$ cat src/hdl/gcm_pkg.sv
// shared types and constants for the glitchless clock multiplexer
package gcm_pkg;

    // width of the control bundle and of the synchroniser input
    localparam int unsigned CTRL_W = 6;
    localparam int unsigned CLK_W = 2;
    localparam int unsigned SYNC_W = CTRL_W + CLK_W;

    // bit positions inside the synchronised word
    localparam int unsigned POS_CLK_FIRST = 0;
    localparam int unsigned POS_CLK_SECOND = 1;
    localparam int unsigned POS_CTRL_LO = 2;

    localparam logic [SYNC_W-1:0] SYNC_RST = 8'h00;
    localparam logic DEF_INIT_OUT = 1'b0;
    localparam logic OFF = 1'b0;
    localparam logic ON = 1'b1;

    typedef struct packed {
        logic select_first;
        logic enable_first;
        logic select_second;
        logic enable_second;
        logic bypass_first;
        logic bypass_second;
    } gcm_ctrl_s;

    typedef struct packed {
        logic first;
        logic second;
    } gcm_pass_s;

    localparam gcm_pass_s PASS_RST = 2'h0;

    typedef enum logic [1:0] {
        MODE_FULL    = 2'b00,
        MODE_GATE    = 2'b01,
        MODE_ONE_SEL = 2'b10
    } gcm_mode_e;

    typedef enum logic [1:0] {
        SRC_PIN  = 2'b00,
        SRC_PREV = 2'b01,
        SRC_NEXT = 2'b10
    } gcm_src_e;

    typedef enum logic [1:0] {
        TGT_NONE   = 2'b00,
        TGT_FIRST  = 2'b01,
        TGT_SECOND = 2'b10
    } gcm_tgt_e;

    typedef enum logic [2:0] {
        ST_IDLE        = 3'b000,
        ST_RUN_FIRST   = 3'b001,
        ST_RUN_SECOND  = 3'b010,
        ST_WAIT_FIRST  = 3'b011,
        ST_WAIT_SECOND = 3'b100
    } gcm_state_e;

endpackage

$ cat src/hdl/gcm_sync.sv
// two-stage synchroniser for pin-level inputs
`timescale 1ns/1ps
module gcm_sync #(
    parameter int unsigned W = gcm_pkg::SYNC_W
) (
    input wire logic i_clk,
    input wire logic i_nrst,
    input wire logic [W-1:0] i_async,
    output logic [W-1:0] o_sync
);
    logic [W-1:0] meta_q;
    logic [W-1:0] sync_q;

    // first stage feeds only the second stage
    always_ff @(posedge i_clk) begin
        if (!i_nrst) begin
            meta_q <= W'(gcm_pkg::SYNC_RST);
            sync_q <= W'(gcm_pkg::SYNC_RST);
        end else begin
            meta_q <= i_async;
            sync_q <= meta_q;
        end
    end

    assign o_sync = sync_q;
endmodule

$ cat src/hdl/gcm_dual_clock_glitchless_mux.sv
// glitchless two-input clock multiplexer, oversampled on the system clock
//
// Contract
// - two unrelated input clocks, one output clock
// - select, enable, bypass line per input
// - full variant: input chosen only when select and enable
// - leave on old park edge, enter on new
// - idle level sets park level and edge
// - bypass leaves that input without waiting
// - first pair high, second not: first passes
// - gate and one-select variants from same core
// - neighbour cascade ports allow ring of eight
// - nothing chosen: output parked, no toggling
// - all four high: keep previous choice
// - boot pick; both boot picks rejected
`timescale 1ns/1ps
module gcm_dual_clock_glitchless_mux #(
    parameter gcm_pkg::gcm_mode_e MODE = gcm_pkg::MODE_FULL,
    parameter logic INIT_OUT = gcm_pkg::DEF_INIT_OUT,
    parameter logic BOOT_PICK_FIRST = gcm_pkg::OFF,
    parameter logic BOOT_PICK_SECOND = gcm_pkg::OFF,
    parameter gcm_pkg::gcm_src_e SRC_FIRST = gcm_pkg::SRC_PIN,
    parameter gcm_pkg::gcm_src_e SRC_SECOND = gcm_pkg::SRC_PIN
) (
    input wire logic I_CLK_SYS,
    input wire logic I_NRST,
    input wire logic I_CLK_IN_FIRST,
    input wire logic I_CLK_IN_SECOND,
    input wire logic I_CASC_PREV,
    input wire logic I_CASC_NEXT,
    input wire gcm_pkg::gcm_ctrl_s I_CTRL,
    output logic O_CLK,
    output gcm_pkg::gcm_pass_s O_PASSING,
    output logic O_CFG_ERR
);
    localparam logic CFG_BAD = BOOT_PICK_FIRST & BOOT_PICK_SECOND;

    function automatic logic pick_src(input gcm_pkg::gcm_src_e src,
                                      input logic pin, input logic prv,
                                      input logic nxt);
        case (src)
            gcm_pkg::SRC_PREV: pick_src = prv;
            gcm_pkg::SRC_NEXT: pick_src = nxt;
            default: pick_src = pin;
        endcase
    endfunction

    function automatic gcm_pkg::gcm_tgt_e tgt_of(input gcm_pkg::gcm_state_e s);
        case (s)
            gcm_pkg::ST_RUN_FIRST, gcm_pkg::ST_WAIT_FIRST:
                tgt_of = gcm_pkg::TGT_FIRST;
            gcm_pkg::ST_RUN_SECOND, gcm_pkg::ST_WAIT_SECOND:
                tgt_of = gcm_pkg::TGT_SECOND;
            default: tgt_of = gcm_pkg::TGT_NONE;
        endcase
    endfunction

    logic raw_first;
    logic raw_second;
    logic [gcm_pkg::SYNC_W-1:0] sync_w;
    logic [gcm_pkg::CLK_W-1:0] clk_s;
    logic [gcm_pkg::CLK_W-1:0] clk_prev_q;
    gcm_pkg::gcm_ctrl_s ctrl_s;
    logic ok_first;
    logic ok_second;
    logic park_first;
    logic park_second;
    gcm_pkg::gcm_tgt_e want;
    gcm_pkg::gcm_state_e state_q;
    gcm_pkg::gcm_state_e state_d;
    gcm_pkg::gcm_state_e boot_state;
    logic clk_d;

    // input clocks may come from pins or from ring neighbours
    assign raw_first = pick_src(SRC_FIRST, I_CLK_IN_FIRST, I_CASC_PREV,
                                I_CASC_NEXT);
    assign raw_second = pick_src(SRC_SECOND, I_CLK_IN_SECOND, I_CASC_PREV,
                                 I_CASC_NEXT);

    // input clocks and requests pass two flops before any decision
    gcm_sync #(.W(gcm_pkg::SYNC_W)) u_sync (
        .i_clk(I_CLK_SYS),
        .i_nrst(I_NRST),
        .i_async({I_CTRL, raw_second, raw_first}),
        .o_sync(sync_w)
    );

    assign clk_s = sync_w[gcm_pkg::CLK_W-1:0];
    assign ctrl_s = sync_w[gcm_pkg::SYNC_W-1:gcm_pkg::POS_CTRL_LO];

    always_ff @(posedge I_CLK_SYS) begin
        if (!I_NRST) begin
            clk_prev_q <= gcm_pkg::CLK_W'(gcm_pkg::SYNC_RST);
        end else begin
            clk_prev_q <= clk_s;
        end
    end

    // park edge: transition of an input clock into the idle level
    assign park_first = (clk_s[gcm_pkg::POS_CLK_FIRST] == INIT_OUT) &&
        (clk_prev_q[gcm_pkg::POS_CLK_FIRST] != INIT_OUT);
    assign park_second = (clk_s[gcm_pkg::POS_CLK_SECOND] == INIT_OUT) &&
        (clk_prev_q[gcm_pkg::POS_CLK_SECOND] != INIT_OUT);

    // variants reuse the core with lines tied
    always_comb begin
        case (MODE)
            gcm_pkg::MODE_GATE: begin
                ok_first = ctrl_s.enable_first;
                ok_second = gcm_pkg::OFF;
            end
            gcm_pkg::MODE_ONE_SEL: begin
                ok_first = ~ctrl_s.select_first;
                ok_second = ctrl_s.select_first;
            end
            default: begin
                ok_first = ctrl_s.select_first & ctrl_s.enable_first;
                ok_second = ctrl_s.select_second & ctrl_s.enable_second;
            end
        endcase
    end

    always_comb begin
        if (ok_first && !ok_second) begin
            want = gcm_pkg::TGT_FIRST;
        end else if (ok_second && !ok_first) begin
            want = gcm_pkg::TGT_SECOND;
        end else if (ok_first && ok_second) begin
            want = tgt_of(state_q);
        end else begin
            want = gcm_pkg::TGT_NONE;
        end
    end

    // with both boot picks set the configuration is refused: start idle
    always_comb begin
        if (CFG_BAD) begin
            boot_state = gcm_pkg::ST_IDLE;
        end else if (BOOT_PICK_FIRST) begin
            boot_state = gcm_pkg::ST_RUN_FIRST;
        end else if (BOOT_PICK_SECOND && MODE != gcm_pkg::MODE_GATE) begin
            boot_state = gcm_pkg::ST_RUN_SECOND;
        end else begin
            boot_state = gcm_pkg::ST_IDLE;
        end
    end

    function automatic gcm_pkg::gcm_state_e wait_for(input gcm_pkg::gcm_tgt_e t);
        case (t)
            gcm_pkg::TGT_FIRST: wait_for = gcm_pkg::ST_WAIT_FIRST;
            gcm_pkg::TGT_SECOND: wait_for = gcm_pkg::ST_WAIT_SECOND;
            default: wait_for = gcm_pkg::ST_IDLE;
        endcase
    endfunction

    always_comb begin
        state_d = state_q;
        case (state_q)
            gcm_pkg::ST_RUN_FIRST: begin
                // a stopped clock never parks, hence the bypass
                if (want != gcm_pkg::TGT_FIRST &&
                    (park_first || ctrl_s.bypass_first)) begin
                    state_d = wait_for(want);
                end
            end
            gcm_pkg::ST_RUN_SECOND: begin
                if (want != gcm_pkg::TGT_SECOND &&
                    (park_second || ctrl_s.bypass_second)) begin
                    state_d = wait_for(want);
                end
            end
            gcm_pkg::ST_WAIT_FIRST: begin
                if (want != gcm_pkg::TGT_FIRST) begin
                    state_d = wait_for(want);
                end else if (park_first) begin
                    state_d = gcm_pkg::ST_RUN_FIRST;
                end
            end
            gcm_pkg::ST_WAIT_SECOND: begin
                if (want != gcm_pkg::TGT_SECOND) begin
                    state_d = wait_for(want);
                end else if (park_second) begin
                    state_d = gcm_pkg::ST_RUN_SECOND;
                end
            end
            default: begin
                state_d = wait_for(want);
            end
        endcase
    end

    // output follows the chosen synced clock, else holds the park level
    always_comb begin
        case (state_d)
            gcm_pkg::ST_RUN_FIRST: clk_d = clk_s[gcm_pkg::POS_CLK_FIRST];
            gcm_pkg::ST_RUN_SECOND: clk_d = clk_s[gcm_pkg::POS_CLK_SECOND];
            default: clk_d = INIT_OUT;
        endcase
    end

    always_ff @(posedge I_CLK_SYS) begin
        if (!I_NRST) begin
            state_q <= boot_state;
        end else begin
            state_q <= state_d;
        end
    end

    always_ff @(posedge I_CLK_SYS) begin
        if (!I_NRST) begin
            O_CLK <= INIT_OUT;
            O_PASSING <= gcm_pkg::PASS_RST;
            O_CFG_ERR <= CFG_BAD;
        end else begin
            O_CLK <= clk_d;
            O_PASSING.first <= (state_d == gcm_pkg::ST_RUN_FIRST);
            O_PASSING.second <= (state_d == gcm_pkg::ST_RUN_SECOND);
            O_CFG_ERR <= CFG_BAD;
        end
    end
endmodule

$ cat config.mk
export PLATFORM = sky130hd
export DESIGN_NAME = gcm_dual_clock_glitchless_mux
export DESIGN_NICKNAME = d
export VERILOG_FILES = /design/src/hdl/gcm_pkg.sv /design/src/hdl/gcm_sync.sv /design/src/hdl/gcm_dual_clock_glitchless_mux.sv
export SDC_FILE = /design/constraint.sdc
export NUM_CORES = 1
export LEC_CHECK = 0
export BUFFER_PORTS_ARGS = -buffer_cell sky130_fd_sc_hd__buf_2
export CORE_MARGIN = 8
export CORE_UTILIZATION = 45
export CTS_BUF_LIST = sky130_fd_sc_hd__clkbuf_8
export CTS_CLUSTER_DIAMETER = 200
export DETAILED_ROUTE_END_ITERATION = 7
export HOLD_SLACK_MARGIN = 0.15
export PLACE_DENSITY = 0.68
export RECOVER_POWER = 25
export SLEW_MARGIN = 25
export SYNTH_ARGS = -nofsm -noshare
export SYNTH_HDL_FRONTEND = slang
export SYNTH_SLANG_ARGS = --single-unit
$ cat constraint.sdc
create_clock -name I_CLK_SYS -period 1.5 [get_ports I_CLK_SYS]
set_clock_uncertainty 0.05 [all_clocks]
set_input_delay 0.225 -clock I_CLK_SYS [delete_from_list [all_inputs] [get_ports I_CLK_SYS]]
set_output_delay 0.225 -clock I_CLK_SYS [all_outputs]
set_load 0.05 [all_outputs]
After elaboration in Yosys (flattened, before gate mapping)
Cells that the tools add are included.
{ "op_classes": {"eq_ne": 10, "mux": 13, "n_bitwise": 4, "n_reduce_logical": 13} }
{ "ops": {"columns": ["cell", "count"], "rows": [
  ["3-bit two-way mux", 6],
  ["3-bit case mux with 4 select lines", 1],
  ["3-bit by 2-bit equality test with 1-bit output, second input constant", 3],
  ["1-bit logical AND", 7],
  ["3-bit by 1-bit equality test with 1-bit output, second input constant", 2],
  ["2-bit two-way mux", 3],
  ["3-bit case mux with 2 select lines", 1],
  ["2-bit case mux with 2 select lines", 1],
  ["2-bit OR reduction", 2],
  ["3-bit equality test, second input constant", 1],
  ["1-bit AND", 2],
  ["2-bit by 1-bit equality test with 1-bit output, second input constant", 1],
  ["2-bit equality test, second input constant", 1],
  ["1-bit logical NOT", 2],
  ["1-bit logical OR", 2],
  ["2-bit by 1-bit inequality test with 1-bit output, second input constant", 1],
  ["2-bit inequality test, second input constant", 1],
  ["1-bit NOT", 2],
  ["1-bit case mux with 2 select lines", 1]
]} }
{ "word_totals": {"output_inout_bits": 4, "input_bits": 12, "ff_bits": 24, "elab_cells": 47} }

Logic depth before layout (Yosys ltp)
{ "logic_depth": {"depth_word": 12, "depth_mapped": 5, "mapped_depth_nobuf": 5} }

By module
Synthesis repeated with hierarchy kept, for this count alone.
{ "hier_totals": {"cells_unflattened": 87, "hier_area_um2": 905.9} }
{ "by_module_without_submodules": {"columns": ["mod", "cells_each", "n_inst", "area_each_um2", "seq_area_each_um2"], "rows": [
  ["gcm_dual_clock_glitchless_mux", 54, 1, 459.2, 160.2],
  ["gcm_sync", 33, 1, 446.7, 320.3]
]} }

Worst setup path before layout
OpenSTA, ideal clock, no wires.
{ "synth_path": {"path_type": "register to register", "start": "register state_q[1]", "end": "register O_CLK", "t_required_ps": 1333, "path_buffers": 0, "arrival_ps": 1126, "path_slack_ps": 207, "stages_incl_launch_ff": 6, "period_less_slack_ps": 1293, "setup_ps": 117, "cell_sequence": "dfxtp_1 -> nor2_1 -> and2_4 -> a32oi_2 -> a21boi_1 -> a22o_1"} }
{ "synth_via": {"elab_chain_cells": 12, "word_cells_on_any_way": 27, "classes_between": "10 x eq/ne; 13 x mux; 4 x reduce/logical"} }
{ "synth_rtl": {"columns": ["item", "line", "rtl"], "rows": [
  ["from (decl)", "gcm_dual_clock_glitchless_mux.sv:69", "gcm_pkg::gcm_state_e state_q;"],
  ["from (signal assigned)", "gcm_dual_clock_glitchless_mux.sv:203", "state_q <= boot_state;"],
  ["from (signal assigned)", "gcm_dual_clock_glitchless_mux.sv:205", "state_q <= state_d;"],
  ["3-bit equality test, or another cell as far along", "gcm_dual_clock_glitchless_mux.sv:49, gcm_dual_clock_glitchless_mux.sv:158", null],
  ["2-bit OR reduction", "gcm_dual_clock_glitchless_mux.sv:49", "case (s)"],
  ["2-bit case mux with 2 select lines", "gcm_dual_clock_glitchless_mux.sv:49", null],
  ["2-bit two-way mux", "gcm_dual_clock_glitchless_mux.sv:128", "end else if (ok_first && ok_second) begin"],
  ["2-bit two-way mux", "gcm_dual_clock_glitchless_mux.sv:126", "end else if (ok_second && !ok_first) begin"],
  ["2-bit two-way mux", "gcm_dual_clock_glitchless_mux.sv:124", "if (ok_first && !ok_second) begin"],
  ["2-bit equality test, or another cell as far along", "gcm_dual_clock_glitchless_mux.sv:149", "case (t)"],
  ["3-bit case mux with 2 select lines, or another cell as far along", "gcm_dual_clock_glitchless_mux.sv:149", null],
  ["3-bit two-way mux (on tied branches)", null, null],
  ["3-bit case mux with 4 select lines *", "gcm_dual_clock_glitchless_mux.sv:158", "case (state_q)"],
  ["3-bit by 2-bit equality test with 1-bit output / 3-bit by 1-bit equality test with 1-bit output (equally long branches)", "gcm_dual_clock_glitchless_mux.sv:194", "case (state_d)"],
  ["1-bit case mux with 2 select lines *", "gcm_dual_clock_glitchless_mux.sv:194", null],
  ["to (signal assigned)", "gcm_dual_clock_glitchless_mux.sv:215", "O_CLK <= clk_d;"],
  ["to (decl)", "gcm_dual_clock_glitchless_mux.sv:32", "output logic O_CLK,"]
]} }
Every way passes the cells marked *; elsewhere a longest branch is shown, timed or not.
A chain may end at the register's enable or synchronous reset.

Worst setup path in the final report
{ "layout_path": {"start": "register clk_prev_q[1] (netlist bit)", "end": "register O_CLK"} }
{ "layout_via": {"elab_chain_cells": 7, "word_cells_on_any_way": 10, "classes_between": "2 x eq/ne; 5 x mux; 3 x reduce/logical"} }
{ "layout_rtl": {"columns": ["item", "line", "rtl"], "rows": [
  ["from (decl)", "gcm_dual_clock_glitchless_mux.sv:62", "logic [gcm_pkg::CLK_W-1:0] clk_prev_q;"],
  ["from (signal assigned)", "gcm_dual_clock_glitchless_mux.sv:93", "clk_prev_q <= gcm_pkg::CLK_W'(gcm_pkg::SYNC_RST);"],
  ["from (signal assigned)", "gcm_dual_clock_glitchless_mux.sv:95", "clk_prev_q <= clk_s;"],
  ["1-bit logical AND *", "gcm_dual_clock_glitchless_mux.sv:102", "assign park_second = (clk_s[gcm_pkg::POS_CLK_SECOND] == INIT_OUT) &&"],
  ["1-bit logical OR", "gcm_dual_clock_glitchless_mux.sv:168", "(park_second || ctrl_s.bypass_second)) begin"],
  ["1-bit logical AND", "gcm_dual_clock_glitchless_mux.sv:167", "if (want != gcm_pkg::TGT_SECOND &&"],
  ["3-bit two-way mux", "gcm_dual_clock_glitchless_mux.sv:167", null],
  ["3-bit case mux with 4 select lines *", "gcm_dual_clock_glitchless_mux.sv:158", null],
  ["3-bit by 2-bit equality test with 1-bit output / 3-bit by 1-bit equality test with 1-bit output (equally long branches)", "gcm_dual_clock_glitchless_mux.sv:194", null],
  ["1-bit case mux with 2 select lines *", "gcm_dual_clock_glitchless_mux.sv:194", null]
]} }
Marks and branches as above.

==> run metrics <==
Internal Power 0.879 mW; First DRT Iteration DRCs 11; Final Cycle Share 94.1%; WL final 1610 um; clock buffer depth 2; sequential group share of total power 60.8%; Yosys cell types 31; largest net degree at the start of global routing 24; CP arrival 1570 ps; Worst setup SP type flip-flop; die width 60.6 um; Simple-Gate Fraction of Synth Area 28.8%; Final GP Congestion 0.836; Die Y-Extent 60.6 um; post-route insts no fill 131; DR WL/cell 12.3 um; Worst-Skew Late Latency 250 ps; total number of vias 639; Antenna Cells 0; initial antenna violation count 0; total gr overflow 0; nets@finish 118; required time of the critical path 1650 ps; max-slew violation count 0; Leak 0.447 nW; port buffer count 12; Max Cap Viol 0; CTS tree done; placed cells 120; Starting Density 46.5%; vias per inst 4.88; TritonCTS Sinks 24; YS warnings 0; Final Hold Fails 0; Layout area overhead 23.8%; Logic pwr share 6.5%; Fmax 0.709 GHz; Worst setup EP type flip-flop; io pins 16; CTS Buf Count 3; die area 3670 um^2; xor/xnor share of the synthesized area 0.979%; pwr dens 993 nW/um^2; Residual DRC 0; Setup CP Type flip-flop to flip-flop; Core Region 1920 um^2; GRT Total Usage 10.1%; vias in the first global route 658; Clk pwr share 32.6%; Detailed Routing Iterations Pass 1 4; CTS Root Cell clkbuf_8; Sw Ratio 20.1%; Mapped Cells 84; # rows 16; Synth Area in Compound Gates 13.3%; Hold Path Class input port to flip-flop; sum of negative setup slack 0 ps; RSZ-0062 raised after global routing false; proportion of synthesized area in mux cells 1.12%; Psw 0.221 mW; Post-Synth Adder-Cell Area 0%; total power 1.10 mW; CTS clk-pin slew, worst paths 80 ps; hold slack final 284 ps; flop and latch count out of synthesis 24; Peak supply drop 0.683 mV; critical path peak fanout 4; main combinational cell family by area after synthesis simple AND/OR/NAND/NOR gates; outcome complete, no violations; sequential area share after synthesis 53.7%; Avg Cell Area, Syn 10.7 um^2; ratio of cells with drive above 1 in the final layout 28.8%; fin crit period 1410 ps; first-pass GRT wire length 2810 um; DRT antenna net count 0; Syn Std Cell Area 895 um^2; setup repair bufs after CTS 0; syn_nets 96; H-tree depth 1; final setup vio count 0; Filler Cell Count 178
-- area by class of cell --
type / instances / area (um^2) / area share [%]
sequential: 24 / 484 / 43.7
multi-input combinational: 57 / 408 / 36.8
timing repair buffer: 20 / 140 / 12.7
clock buffer: 3 / 41.3 / 3.73
tap: 27 / 33.8 / 3.05
-- layout by cell type, fill, tap and decap left out --
cell type and count:
mux2i_1 1, dfxtp_1 21, nor2_2 1, dfxtp_2 3, o311ai_0 1, dlygate4sd3_1 8
and2_2 1, nand2_2 1, a21oi_1 2, o21ai_1 2, conb_1 1, o21ai_0 2
nor3_2 1, nor3_1 1, a32oi_2 1, nand3_1 1, xnor2_1 1, a22o_1 2
nor2b_2 2, and2_1 22, buf_2 12, nand2_1 3, clkbuf_8 3, nor2b_4 2
o211ai_1 1, and2_4 1, a221oi_2 1, o31ai_1 1, a211o_1 1, nand2b_1 2
a21boi_2 1, nand3b_1 1
-- kinds of logic after synthesis --
| kind of cell | after synthesis |
|---|---|
| and+or+nand+nor | 39 |
| DFF | 24 |
| AOI/OAI and AO/OA | 15 |
| buffers and inverters | 3 |
| xor gates and xnor gates | 1 |
| muxes | 1 |
| other | 1 |
-- sequential cells by signal, indices dropped and copies added, names as in the netlist --
register,cells
clk_prev_q,2
O_PASSING,2
u_sync.o_sync,8
state_q,3
u_sync.meta_q,8
O_CLK,1
-- metal layers --
layer  up-vias  track usage, %  share of wire, %
met2        14            16.9                50
met5         -               0                 0
met3         2            3.18               5.4
li1        320               -                 -
met1       303            11.5                44
met4         0            3.99              0.68
-- timing repair --
item | 4_1_cts | 5_1_grt
gates resized for setup | 0 | 7
hold buffers | 8 | 0
setup endpoints to repair | 0 | 2
hold endpoints to repair | 8 | 0
-- power by group through the flow --
stage	registers [mW]	clock network (mW)	logic, mW
after detailed placement	0.683	0	0.0550
after global routing	0.672	0.404	0.0790
final	0.669	0.359	0.0718
after global placement	0.682	0	0.0537
after CTS	0.668	0.372	0.0707
after floorplan	0.682	0	0.0400
-- cells in the mapped netlist --
| cell type | instances | area share, % |
|---|---|---|
| nand2_1 | 3 | 1.3 |
| nand3b_1 | 1 | 0.84 |
| a21oi_1 | 2 | 1.1 |
| o21ai_0 | 3 | 1.7 |
| a22o_1 | 2 | 2.0 |
| o31ai_1 | 1 | 0.84 |
| nor2b_1 | 1 | 0.70 |
| and2_4 | 1 | 0.98 |
| a32oi_2 | 1 | 1.8 |
| and2_1 | 22 | 15 |
| and2_2 | 1 | 0.84 |
| dfxtp_1 | 24 | 54 |
| buf_4 | 1 | 0.84 |
| nand2_2 | 1 | 0.70 |
| clkbuf_1 | 2 | 0.84 |
| o21ai_1 | 1 | 0.56 |
| xnor2_1 | 1 | 0.98 |
| a21boi_1 | 1 | 0.84 |
| nor2b_4 | 2 | 3.1 |
| mux2i_1 | 1 | 1.1 |
| a211o_1 | 1 | 0.98 |
| nand2b_1 | 2 | 1.4 |
| nor3_2 | 1 | 1.1 |
| a221oi_2 | 1 | 1.7 |
| nor2b_2 | 1 | 0.98 |
| o311ai_0 | 1 | 0.98 |
| nor3_1 | 1 | 0.56 |
| o211ai_1 | 1 | 0.84 |
| conb_1 | 1 | 0.42 |
| nor2_1 | 1 | 0.42 |
| nand3_1 | 1 | 0.56 |
-- per-stage QoR --
step	instance area, um^2	util (%)	setup WS, ps
2_1_floorplan	895	-	207
3_3_place_gp	973	50.7	102
3_5_place_dp	973	50.7	64.5
4_1_cts	1090	57.0	34.9
5_1_grt	1110	57.6	3.57
6_report	1110	57.6	88.7
-- worst paths after layout --
| check | depth (start not counted) | slack [ps] | endpoint | startpoint |
|---|---|---|---|---|
| worst max-delay path | 5 | 90 | O_CLK$_SDFF_PN0_ | clk_prev_q[1]$_SDFF_PN0_ |
| worst min register to register | 1 | 380 | u_sync.o_sync[1]$_SDFF_PN0_ | u_sync.meta_q[1]$_SDFF_PN0_ |
| worst max register to register | 5 | 90 | O_CLK$_SDFF_PN0_ | clk_prev_q[1]$_SDFF_PN0_ |
| worst min-delay path | 3 | 280 | O_PASSING[1]$_SDFF_PN0_ | I_NRST |
-- worst max-delay path: stages (launching register included) --
cell	delay, ps
dfxtp_1	360
nor2b_4	190
o211ai_1	110
a32oi_2	320
a21boi_2	200
a22o_1	130
No activity file was read; power rests on OpenSTA's default activity.
